[src/hw/serial_port_map.svh]
// constants for the synchronous serial port: widths, bit counts, msb indices, reset word
`ifndef SERIAL_PORT_MAP_SVH
`define SERIAL_PORT_MAP_SVH
`define SPM_WORD_W        16
`define SPM_CNT_W         5
`define SPM_BITS_BYTE     5'h08
`define SPM_BITS_WORD     5'h10
`define SPM_MSB_BYTE      4'h7
`define SPM_MSB_WORD      4'hf
`define SPM_DIV_W         8
`define SPM_RESET_WORD    16'h0000
`endif

[src/hw/serial_port_pkg.sv]
// types shared by the serial port modules
package serial_port_pkg;
   typedef enum logic [3:0] {
      ST_IDLE  = 4'b0001,
      ST_SYNC  = 4'b0010,
      ST_SHIFT = 4'b0100,
      ST_HOLD  = 4'b1000
   } xfer_state_e;
   typedef logic [15:0] word_t;
endpackage

[src/hw/serial_tick_if.sv]
// carrier of the master clock tick between prescaler and core
`timescale 1ns/1ps
`default_nettype none
interface serial_tick_if;
   logic       run;
   logic       tick;
   logic [1:0] primary;
   logic [2:0] secondary;
   modport gen  (input run, input primary, input secondary, output tick);
   modport core (output run, output primary, output secondary, input tick);
endinterface
`default_nettype wire

[src/hw/serial_port.sv]
// synchronous serial port: master/slave shifter with double buffers
`timescale 1ns/1ps
`default_nettype none
`include "serial_port_map.svh"
module serial_port
(
   // clock and reset
   input  wire logic        clk_i,
   input  wire logic        reset_n_i,
   // control bits
   input  wire logic        port_enable_i,
   input  wire logic        master_mode_i,
   input  wire logic        word_width_select_i,
   input  wire logic        clock_idle_polarity_i,
   input  wire logic        clock_edge_select_i,
   input  wire logic        output_pin_disable_i,
   input  wire logic        select_gating_enable_i,
   input  wire logic        framing_enable_i,
   input  wire logic        frame_sync_direction_i,
   input  wire logic [1:0]  primary_prescale_field_i,
   input  wire logic [2:0]  secondary_prescale_field_i,
   input  wire logic        stop_in_idle_bit_i,
   input  wire logic        transfer_done_irq_enable_i,
   // power state
   input  wire logic        cpu_sleep_i,
   input  wire logic        cpu_idle_i,
   // buffer access
   input  wire logic        buffer_write_i,
   input  wire logic [15:0] buffer_wdata_i,
   input  wire logic        buffer_read_i,
   output logic      [15:0] serial_buffer_reg_o,
   // status
   input  wire logic        done_flag_clear_i,
   input  wire logic        overflow_clear_i,
   output logic             transfer_done_flag_o,
   output logic             transfer_irq_o,
   output logic             receive_overflow_flag_o,
   output logic             tx_pending_o,
   output logic             rx_full_o,
   // pins
   input  wire logic        serial_in_pin_i,
   output logic             serial_out_pin_o,
   output logic             serial_out_pin_oe_o,
   input  wire logic        shift_clock_pin_i,
   output logic             shift_clock_pin_o,
   output logic             shift_clock_pin_oe_o,
   input  wire logic        slave_select_pin_n_i,
   output logic             slave_select_pin_o,
   output logic             slave_select_pin_oe_o
);
   typedef struct packed {
      serial_port_pkg::xfer_state_e state;
      serial_port_pkg::word_t       shreg;
      serial_port_pkg::word_t       txbuf;
      serial_port_pkg::word_t       rxbuf;
      logic                         txfull;
      logic                         rxfull;
      logic                         ovf;
      logic                         done;
      logic [`SPM_CNT_W-1:0]        cnt;
      logic                         phase;
      logic                         sck;
      logic                         sout;
      logic                         frame_sync_pulse;
      logic                         width_q;
      logic                         sck_q;
      logic                         ss_q;
   } port_s;
   port_s st_r;
   port_s st_nxt;

   serial_tick_if tk ();
   logic [2:0] pins_s;
   logic       sdi_s;
   logic       sck_s;
   logic       ssn_s;
   logic       halt;
   logic       fr_out;
   logic       fr_in;
   logic       fr_go;
   logic       sel_active;
   logic       ext_lead;
   logic       ext_trail;
   logic       sample_edge;
   logic       drive_edge;
   logic [3:0] msb;
   logic [`SPM_CNT_W-1:0] nbits;
   logic       last_bit;

   serial_sync #(.WIDTH(3)) u_sync
   (
      .clk_i     (clk_i),
      .reset_n_i (reset_n_i),
      .async_i   ({serial_in_pin_i, shift_clock_pin_i,
                   !slave_select_pin_n_i}),
      .sync_o    (pins_s)
   );
   assign sdi_s = pins_s[2];
   assign sck_s = pins_s[1];
   // select goes through inverted so a reset synchroniser reads deselected
   assign ssn_s = !pins_s[0];

   serial_prescaler u_pre
   (
      .clk_i     (clk_i),
      .reset_n_i (reset_n_i),
      .tk        (tk.gen)
   );
   assign tk.primary   = primary_prescale_field_i;
   assign tk.secondary = secondary_prescale_field_i;
   assign tk.run       = master_mode_i && (st_r.state != serial_port_pkg::ST_IDLE);

   // halt when disabled, on sleep, or idle with stop-in-idle set
   assign halt = !port_enable_i || cpu_sleep_i
                 || (cpu_idle_i && stop_in_idle_bit_i);
   assign fr_out = framing_enable_i && !frame_sync_direction_i;
   assign fr_in  = framing_enable_i && frame_sync_direction_i;
   assign sel_active = !select_gating_enable_i || framing_enable_i
                       || !ssn_s;
   // framed input: start only once the received sync pulse has ended
   assign fr_go = !fr_in || (st_r.ss_q && !ssn_s);
   assign msb   = word_width_select_i ? `SPM_MSB_WORD : `SPM_MSB_BYTE;
   assign nbits = word_width_select_i ? `SPM_BITS_WORD
                                      : `SPM_BITS_BYTE;
   assign last_bit = (st_r.cnt == nbits - 5'h01);

   // polarity-adjusted external clock edges: lead = idle-to-active
   assign ext_lead  = (sck_s ^ clock_idle_polarity_i)
                      && !(st_r.sck_q ^ clock_idle_polarity_i);
   assign ext_trail = !(sck_s ^ clock_idle_polarity_i)
                      && (st_r.sck_q ^ clock_idle_polarity_i);
   // edge select set: data changes active-to-idle, sampled idle-to-active
   always_comb
   begin
      sample_edge = 1'b0;
      drive_edge  = 1'b0;
      if (master_mode_i)
      begin
         sample_edge = tk.tick && !st_r.phase;
         drive_edge  = tk.tick && st_r.phase;
      end
      else if (clock_edge_select_i)
      begin
         sample_edge = ext_lead;
         drive_edge  = ext_trail;
      end
      else
      begin
         sample_edge = ext_trail;
         drive_edge  = ext_lead;
      end
   end

   always_comb
   begin
      st_nxt = st_r;
      st_nxt.sck_q   = sck_s;
      st_nxt.ss_q    = ssn_s;
      st_nxt.width_q = word_width_select_i;
      // software read empties the receive buffer and unblocks overflow
      if (buffer_read_i)
      begin
         st_nxt.rxfull = 1'b0;
         st_nxt.ovf    = 1'b0;
      end
      if (overflow_clear_i)
      begin
         st_nxt.ovf = 1'b0;
      end
      if (done_flag_clear_i)
      begin
         st_nxt.done = 1'b0;
      end
      if (buffer_write_i)
      begin
         st_nxt.txbuf  = buffer_wdata_i;
         st_nxt.txfull = 1'b1;
      end
      st_nxt.frame_sync_pulse = 1'b0;
      case (st_r.state)
         serial_port_pkg::ST_IDLE:
         begin
            st_nxt.sck = clock_idle_polarity_i;
            st_nxt.cnt = 5'h00;
            st_nxt.phase = 1'b0;
            if (st_r.txfull && !halt && !st_r.ovf && master_mode_i
                && fr_go)
            begin
               // master starts as soon as data waits
               st_nxt.shreg  = st_r.txbuf;
               st_nxt.txfull = buffer_write_i;
               st_nxt.sout   = st_r.txbuf[msb];
               st_nxt.state  = fr_out ? serial_port_pkg::ST_SYNC
                                      : serial_port_pkg::ST_SHIFT;
               st_nxt.frame_sync_pulse  = fr_out;
            end
            else if (!master_mode_i && !halt && !st_r.ovf && sel_active
                     && fr_go)
            begin
               // slave loads pending data, else keeps shreg contents
               if (st_r.txfull)
               begin
                  st_nxt.shreg  = st_r.txbuf;
                  st_nxt.txfull = buffer_write_i;
               end
               st_nxt.sout  = st_r.txfull ? st_r.txbuf[msb]
                                          : st_r.shreg[msb];
               st_nxt.state = serial_port_pkg::ST_SHIFT;
            end
         end
         serial_port_pkg::ST_SYNC:
         begin
            // sync pulse spans one full shift clock period
            st_nxt.frame_sync_pulse = 1'b1;
            if (tk.tick)
            begin
               st_nxt.phase = !st_r.phase;
               st_nxt.sck = !st_r.sck;
               if (st_r.phase)
               begin
                  st_nxt.frame_sync_pulse = 1'b0;
                  st_nxt.state = serial_port_pkg::ST_SHIFT;
               end
            end
         end
         serial_port_pkg::ST_SHIFT:
         begin
            if (master_mode_i && tk.tick)
            begin
               st_nxt.phase = !st_r.phase;
               st_nxt.sck = !st_r.sck;
            end
            if (sample_edge)
            begin
               // shift in at bit 0 while msb leaves on the out pin
               st_nxt.shreg = {st_r.shreg[14:0], sdi_s};
               if (last_bit)
               begin
                  st_nxt.done = 1'b1;
                  if (st_r.rxfull)
                  begin
                     st_nxt.ovf = 1'b1;
                  end
                  else
                  begin
                     st_nxt.rxbuf  = {st_r.shreg[14:0], sdi_s};
                     st_nxt.rxfull = 1'b1;
                  end
                  st_nxt.state = master_mode_i ? serial_port_pkg::ST_HOLD
                                               : serial_port_pkg::ST_IDLE;
               end
               else
               begin
                  st_nxt.cnt = st_r.cnt + 5'h01;
               end
            end
            if (drive_edge && st_r.cnt != 5'h00)
            begin
               st_nxt.sout = st_r.shreg[msb];
            end
         end
         serial_port_pkg::ST_HOLD:
         begin
            // finish the last half clock back to idle level
            if (tk.tick)
            begin
               st_nxt.sck   = clock_idle_polarity_i;
               st_nxt.state = serial_port_pkg::ST_IDLE;
            end
         end
         default:
         begin
            st_nxt.state = serial_port_pkg::ST_IDLE;
         end
      endcase
      // overflow blocks further clocking until the buffer is read or the overflow is cleared
      if (st_r.ovf && st_r.state == serial_port_pkg::ST_SHIFT)
      begin
         st_nxt.state = serial_port_pkg::ST_IDLE;
      end
      // select high, width change or halt aborts the word
      if (halt || (st_r.width_q != word_width_select_i)
          || (!master_mode_i && select_gating_enable_i
              && !framing_enable_i && ssn_s))
      begin
         st_nxt.state = serial_port_pkg::ST_IDLE;
         st_nxt.cnt   = 5'h00;
         st_nxt.phase = 1'b0;
         st_nxt.sck   = clock_idle_polarity_i;
      end
   end

   always_ff @(posedge clk_i)
   begin
      if (!reset_n_i)
      begin
         st_r <= '{state: serial_port_pkg::ST_IDLE, sck_q: 1'b0,
                   ss_q: 1'b1, default: '0};
      end
      else
      begin
         st_r <= st_nxt;
      end
   end

   assign serial_buffer_reg_o     = st_r.rxbuf;
   assign transfer_done_flag_o    = st_r.done;
   assign transfer_irq_o          = st_r.done
                                    && transfer_done_irq_enable_i;
   assign receive_overflow_flag_o = st_r.ovf;
   assign tx_pending_o            = st_r.txfull;
   assign rx_full_o               = st_r.rxfull;
   assign serial_out_pin_o        = st_r.sout;
   // output released when disabled or deselected
   assign serial_out_pin_oe_o = port_enable_i && !output_pin_disable_i
                                && !(select_gating_enable_i && !master_mode_i
                                     && !framing_enable_i
                                     && ssn_s);
   assign shift_clock_pin_o    = st_r.sck;
   assign shift_clock_pin_oe_o = port_enable_i && master_mode_i;
   assign slave_select_pin_o    = st_r.frame_sync_pulse;
   assign slave_select_pin_oe_o = port_enable_i && fr_out;
endmodule
`default_nettype wire

[src/hw/serial_prescaler.sv]
// two-stage divider making a half-period tick for the master shift clock
`timescale 1ns/1ps
`default_nettype none
`include "serial_port_map.svh"
module serial_prescaler
(
   // clock and reset
   input  wire logic      clk_i,
   input  wire logic      reset_n_i,
   // tick carrier
   serial_tick_if.gen     tk
);
   typedef struct packed {
      logic [`SPM_DIV_W-1:0] cnt;
      logic                  tick;
   } pre_s;
   pre_s st_r;
   pre_s st_nxt;
   logic [`SPM_DIV_W-1:0] ratio;

   // primary 1/4/16 with secondary 1..8, primary code 3 fixed at 255; product less one is terminal count
   always_comb
   begin
      ratio = 8'h00;
      case (tk.primary)
         2'h0: ratio = {5'h00, tk.secondary} + 8'h01;
         2'h1: ratio = {3'h0, tk.secondary, 2'h0} + 8'h04;
         2'h2: ratio = {1'h0, tk.secondary, 4'h0} + 8'h10;
         default: ratio = 8'hff;
      endcase
      st_nxt = st_r;
      st_nxt.tick = 1'b0;
      if (!tk.run)
      begin
         st_nxt.cnt = 8'h00;
      end
      else if (st_r.cnt >= ratio - 8'h01)
      begin
         st_nxt.cnt = 8'h00;
         st_nxt.tick = 1'b1;
      end
      else
      begin
         st_nxt.cnt = st_r.cnt + 8'h01;
      end
   end

   always_ff @(posedge clk_i)
   begin
      if (!reset_n_i)
      begin
         st_r <= '0;
      end
      else
      begin
         st_r <= st_nxt;
      end
   end

   assign tk.tick = st_r.tick;
endmodule
`default_nettype wire

[src/hw/serial_sync.sv]
// two-flop synchronisers for the port's input pins
`timescale 1ns/1ps
`default_nettype none
module serial_sync
#(
   parameter int WIDTH = 3
)
(
   // clock and reset
   input  wire logic             clk_i,
   input  wire logic             reset_n_i,
   // raw and synchronised levels
   input  wire logic [WIDTH-1:0] async_i,
   output logic      [WIDTH-1:0] sync_o
);
   typedef struct packed {
      logic [WIDTH-1:0] meta;
      logic [WIDTH-1:0] sync;
   } sync_s;
   sync_s st_r;
   sync_s st_nxt;

   always_comb
   begin
      st_nxt.meta = async_i;
      st_nxt.sync = st_r.meta;
   end

   always_ff @(posedge clk_i)
   begin
      if (!reset_n_i)
      begin
         st_r <= '0;
      end
      else
      begin
         st_r <= st_nxt;
      end
   end

   assign sync_o = st_r.sync;
endmodule
`default_nettype wire

[config.mk]
export PLATFORM = sky130hd
export DESIGN_NAME = serial_port
export DESIGN_NICKNAME = d
export VERILOG_FILES = /design/src/hw/serial_port_pkg.sv /design/src/hw/serial_tick_if.sv /design/src/hw/serial_port.sv /design/src/hw/serial_prescaler.sv /design/src/hw/serial_sync.sv
export VERILOG_INCLUDE_DIRS = /design/src /design/src/hw
export SDC_FILE = /design/constraint.sdc
export NUM_CORES = 1
export LEC_CHECK = 0
export ABC_AREA = 0
export ABC_CLOCK_PERIOD_IN_PS = 2900
export BUFFER_PORTS_ARGS = -buffer_cell sky130_fd_sc_hd__buf_2
export CAP_MARGIN = 20
export CORE_AREA = 3 3 117 119
export CTS_CLUSTER_DIAMETER = 60
export DETAILED_ROUTE_END_ITERATION = 12
export DIE_AREA = 0 0 120 122
export SYNTH_ARGS = -nofsm -noshare
export SYNTH_HDL_FRONTEND = slang
export SYNTH_HIERARCHICAL = 1
export SYNTH_SLANG_ARGS = --single-unit
export TNS_END_PERCENT = 30
[constraint.sdc]
create_clock -name clk_i -period 2.9 [get_ports clk_i]
set_input_delay 0.58 -clock clk_i [delete_from_list [all_inputs] [get_ports clk_i]]
set_output_delay 0.58 -clock clk_i [all_outputs]
set_load 0.005 [all_outputs]
Word level (Yosys, flattened, before mapping)
Index checks and enable logic that the tools add are counted.

storage, ports and cells
  input port bits = 43
  logic and storage cells = 177
  output and inout bits = 27
  flip-flop bits (word level) = 83

cells by class
  equal/unequal tests = 22
  bitwise logic cells = 5
  reductions and logical operators = 67
  $add $sub $neg = 7
  order comparisons = 2
  muxes and demuxes = 54

operators with widths
  cell                                                                count
  20-bit two-way mux                                                  3
  16-bit one-hot mux with 2 select lines                              1
  1-bit logical AND                                                   28
  1-bit two-way mux                                                   25
  4-bit two-way mux                                                   6
  8-bit one-hot mux with 3 select lines                               1
  1-bit logical NOT                                                   16
  16-bit two-way mux                                                  1
  4-bit one-hot mux with 4 select lines                               1
  2-bit != test, second input constant                                6
  4-bit AND reduction                                                 3
  5-bit two-way mux                                                   2
  5-bit one-hot mux with 2 select lines                               1
  5-bit nonzero test                                                  2
  3-bit two-way mux                                                   3
  3-bit by 2-bit != test with 1-bit output, second input constant     3
  3-bit AND reduction                                                 3
  7-bit by 5-bit adder with 8-bit output, second input constant       1
  8-bit by 1-bit adder with 8-bit output, second input constant       1
  1-bit binary-select mux with 4-bit select                           2
  8-bit >= comparator                                                 1
  8-bit two-way mux                                                   1
  8-bit by 1-bit subtractor with 8-bit output, second input constant  1
  1-bit logical OR                                                    7
  29 further kinds                                                    38

Logic depth before layout (Yosys ltp)
  depth in word-level cells = 11
  mapped depth = 15

Hierarchy
The synthesis kept the hierarchy.

modules (own cells, without submodules)
  module            seq. area each (um^2)  cells each  instances  area an instance (um^2)
  serial_port       1361.3                 363         1          3330.7
  serial_prescaler  180.2                  105         1          835.8
  serial_sync       120.1                  12          1          157.7

Worst setup path after synthesis
Ideal clock, no wire load.

  kind = input -> register
  start = input port secondary_prescale_field_i[0]
  end = register u_pre/st_r[3] (netlist bit)
  cell stages on the path = 14
  data arrival time = 2778 ps
  library setup time = 66 ps
  data required time = 2834 ps
  path slack = 56 ps
  cells stage by stage = ha_1 -> nor3b_1 -> a21oi_1 -> ha_1 -> nand2_1 -> a31oi_1 -> o21ai_0 -> o21ai_0 -> ha_1 -> a21o_1 -> a21o_1 -> a211oi_1 -> o21ai_1 -> nor2_1

on the way
  cells in the longest elaborated chain, start to end = 5
  elaborated cells between the ends (all ways) = 7

ends and longest elaborated chain
  element                                                         line                    text
  from (decl)                                                     serial_port.sv:21       input wire logic [2:0] secondary_prescale_field_i,
  7-bit by 5-bit adder with 8-bit output (tied with other cells)  serial_prescaler.sv:28  2'h2: ratio = {1'h0, tk.secondary, 4'h0} + 8'h10;
  8-bit one-hot mux with 3 select lines (*)                       serial_prescaler.sv:25  case (tk.primary)
  8-bit by 1-bit subtractor with 8-bit output (*)                 serial_prescaler.sv:37  else if (st_r.cnt >= ratio - 8'h01)
  8-bit >= comparator (*)                                         serial_prescaler.sv:37
  3-bit OR reduction (no line) (*)                                n/a
  to (signal assigned)                                            serial_prescaler.sv:56  st_r <= st_nxt;
  to (decl)                                                       serial_prescaler.sv:17  pre_s st_r;

Every way passes the cells marked *; elsewhere a longest branch is shown, timed or not.
A chain may end at the register's enable or synchronous reset.

Worst setup path in the final report
  start = input port secondary_prescale_field_i[0]
  end = register u_pre/st_r[5] (netlist bit)

The elaborated chain is that of the path after synthesis.

==> metrics.txt <==
Post-synth EDFFs=0; row count=41; initial DRC count=roughly 220; DR WL/cell=about 14 um; status=finished, final reports clean; reg2reg end=st_r[60]; CTS Sinks=83; vias in the first global route=about 3,300; crit path DAT=2940 ps; Post-CTS Setup Inserts=0; flops & latches, synth=83; area delta synth->final=17.3%; Worst-path clk slew=about 60 ps; Power Density=498 mW/mm^2; pre-CTS WS=-241 ps; grt met2 use=21.4%; core area=around 0.013 sq mm; count of input and output buffers=around 70; total power=2.53 mW; Syn Inst Count=480; DIE AREA=about 0.015 sq mm; GRT Overall Usage=between 10% and 20%; Final Cell Area=between 0.005 and 0.006 sq mm; CP Launch Type=input pin; Post-Syn Nets=536; routed vias/inst=between 5 and 6; GR Util met3=5.06%; Synth top area share=around 38%; Seq/Total Area, Yosys=38.4%; Slowest cell on crit path=nor4_1; antenna violations before repair=0; Leak Pwr=approximately 2.1 nW; cells on worst reg2reg path=4; final net count=between 500 and 600; H-Tree Depth=3; clk buf depth=2; CP required=3180 ps; Mapped Area=roughly 0.0043 sq mm; Hold-fix buffers, CTS=0; Syn Area/Cell=around 9 sq um; Routed WL=10,100 um; met1 Usage GRT=around a fifth; # placed instances=around 700; fmax=375 MHz; WHS=398 ps; CTS tree=yes; hold crit path type=flip-flop to flip-flop; leading area contributor after synthesis=dfxtp_1; Least-Margin Pin Slew=705 ps; fraction of registers with async set/reset=0%; Setup crit start=secondary_prescale_field_i[0]; critical path type=input pin to flip-flop; critical path depth in cells=12; capture point of the worst path=u_pre/st_r[5]; top cells by area, synth=dfxtp_1 38%, mux2i_1 10%, nor2_1 4.8%, ha_1 3.8%, a21oi_1 3.5%; clock latency on the worst-skew pair=roughly 340 ps; Slew headroom=a little over half; unrepaired setup endpoints after global routing=no; drt first pass iters=4; Reg2Reg Launch Point=st_r[66]; Most Used Layer, Global Route=met2; Final Max Tran Viols=0; Die Width=roughly 120 um; post-cts resize count=0; I/O Pins=70; CTS Root Cell=clkbuf_16; Cell Area, Placed=approximately 0.0048 sq mm; # diodes=0; ys flop type=dfxtp_1; Die Ht=between 100 and 150 um; total grt overflow=0; first-pass GRT wire length=16,400 um; final core utilization=40.0%; setup slack after layout=about 230 ps; total negative slack=0 ps; crit-path max FO=8; synth warn=6; count of final hold-check violations=0; number of remaining DRC errors=0; CTS buffer count=9; # setup viols final=0; antenna viol nets, final=0; final critical-path share of the clock period=between 90 and 100%; CP endpoint kind=flip-flop; layout cell share with drive strength beyond 1=between 20% and 30%; CP max stage delay=about 360 ps; cell breakdown of the critical path=buf_2 -> ha_1 -> buf_4 -> nor4_1 -> a21oi_1 -> and3_1 -> ha_1 -> a21o_1 -> a21o_1 -> a211oi_2 -> o21ai_4 -> nor2_1; Netlist cell types=slightly above 60; max cap viols=0; starting density of the core=34.1%; flop2flop setup slack=roughly 550 ps; worst path bufs/invs=2; Worst path top cell family by delay=compound AO/OA/AOI/OAI gates; Post-Layout Cell Count=about 710; Tmin final=2670 ps; pin count of the biggest net entering global routing=46; routed via count=about 3,600; GP Congestion=0.866; Worst Skew=around 7.6 ps; DP Wirelength=7380 um; Peak VDD IR=between 0.2 and 0.25 mV
cells by family after synthesis:
| group | after synthesis | synth area share, % |
|---|---|---|
| flip-flops | 83 | 38.4 |
| XOR/XNOR | 14 | 3.01 |
| multiplexers | 46 | 11.0 |
| adder cells (fa/ha/maj) | 13 | 3.76 |
| buffers and inverters | 56 | 7.49 |
| AO/OA/AOI/OAI | 94 | 15.1 |
| AND/OR/NAND/NOR | 174 | 21.3 |
Yosys cell counts (all sizes together), types with 6 or more instances:
master and instances:
mux2i 44, xor2 6, a211oi 12, nand2b 12, a21oi 30, dfxtp 83
nand4 9, buf 32, inv 12, xnor2 8, nor3 8, clkbuf 12
ha 13, o21ai 12, nor2b 7, and2 13, nand3 10, nand2 29
nor2 55, o211a 8
worst register-to-register path, delay by kind of cell (launching register included):
family,cells,cell delay [ps]
DFF,1,490
AOI/OAI and AO/OA,2,400
and+or+nand+nor,2,1310
cell usage in the layout (no fill, tap or decap), types with 4 or more instances in the layout:
master	instances
o21ai_0	8
a211oi_1	11
dfxtp_1	83
buf_2	69
nand4_1	9
nor2b_1	7
a21oi_1	30
buf_4	19
nor3_1	8
nor4b_1	4
mux2i_1	44
nand3_1	10
inv_1	11
ha_1	12
o211ai_1	4
nand2_1	29
nand2b_1	12
xnor2_1	8
xor2_1	5
nor2_1	55
clkbuf_16	9
a31oi_1	5
and2_1	13
nor3b_1	5
o211a_1	8
worst min path at each step:
| stage | startpoint | to | slack [ps] | depth (start not counted) |
|---|---|---|---|---|
| detailed placement | u_sync/sync_o[0] | st_r[0] | 390 | 1 |
| global route | u_sync/sync_o[0] | st_r[0] | 420 | 1 |
| global placement | u_sync/sync_o[0] | st_r[0] | 380 | 1 |
| CTS | u_sync/sync_o[0] | st_r[0] | 400 | 1 |
| finish | u_sync/sync_o[0] | st_r[0] | 400 | 1 |
| floorplan | u_sync/sync_o[0] | st_r[0] | 370 | 1 |
per-layer routing:
| metal | wire (um) | up-vias |
|---|---|---|
| li1 | - | 1817 |
| met1 | 4840 | 1681 |
| met2 | 4470 | 82 |
| met3 | 666 | 9 |
| met4 | 123 | 0 |
| met5 | 0 | - |
power breakdown:
group | switching [mW] | total, mW | internal, mW
logic | 0.132 | 0.247 | 0.115
clock network | 0.485 | 1.10 | 0.611
registers | 0.0172 | 1.18 | 1.17
total | 0.635 | 2.53 | 1.89
registers in the layout, indices dropped and copies added (netlist names):
register and cells:
u_pre/tk.tick 1, tx_pending_o 1, rx_full_o 1, serial_out_pin_o 1, st_r 45, slave_select_pin_o 1, serial_buffer_reg_o 16, receive_overflow_flag_o 1
shift_clock_pin_o 1, transfer_done_flag_o 1, u_pre/st_r 8, u_sync/st_nxt 3, u_sync/sync_o 3
area by class of cell:
| class | count | area, sq um |
|---|---|---|
| Fill cell | 1295 | 7600 |
| Multi-Input combinational cell | 341 | 2360 |
| Sequential cell | 83 | 1660 |
| Timing Repair Buffer | 89 | 508 |
| Clock buffer | 10 | 239 |
| Tap cell | 172 | 215 |
| Clock inverter | 6 | 47.5 |
| Inverter | 12 | 45.0 |
(Power assumes the default switching activity.)
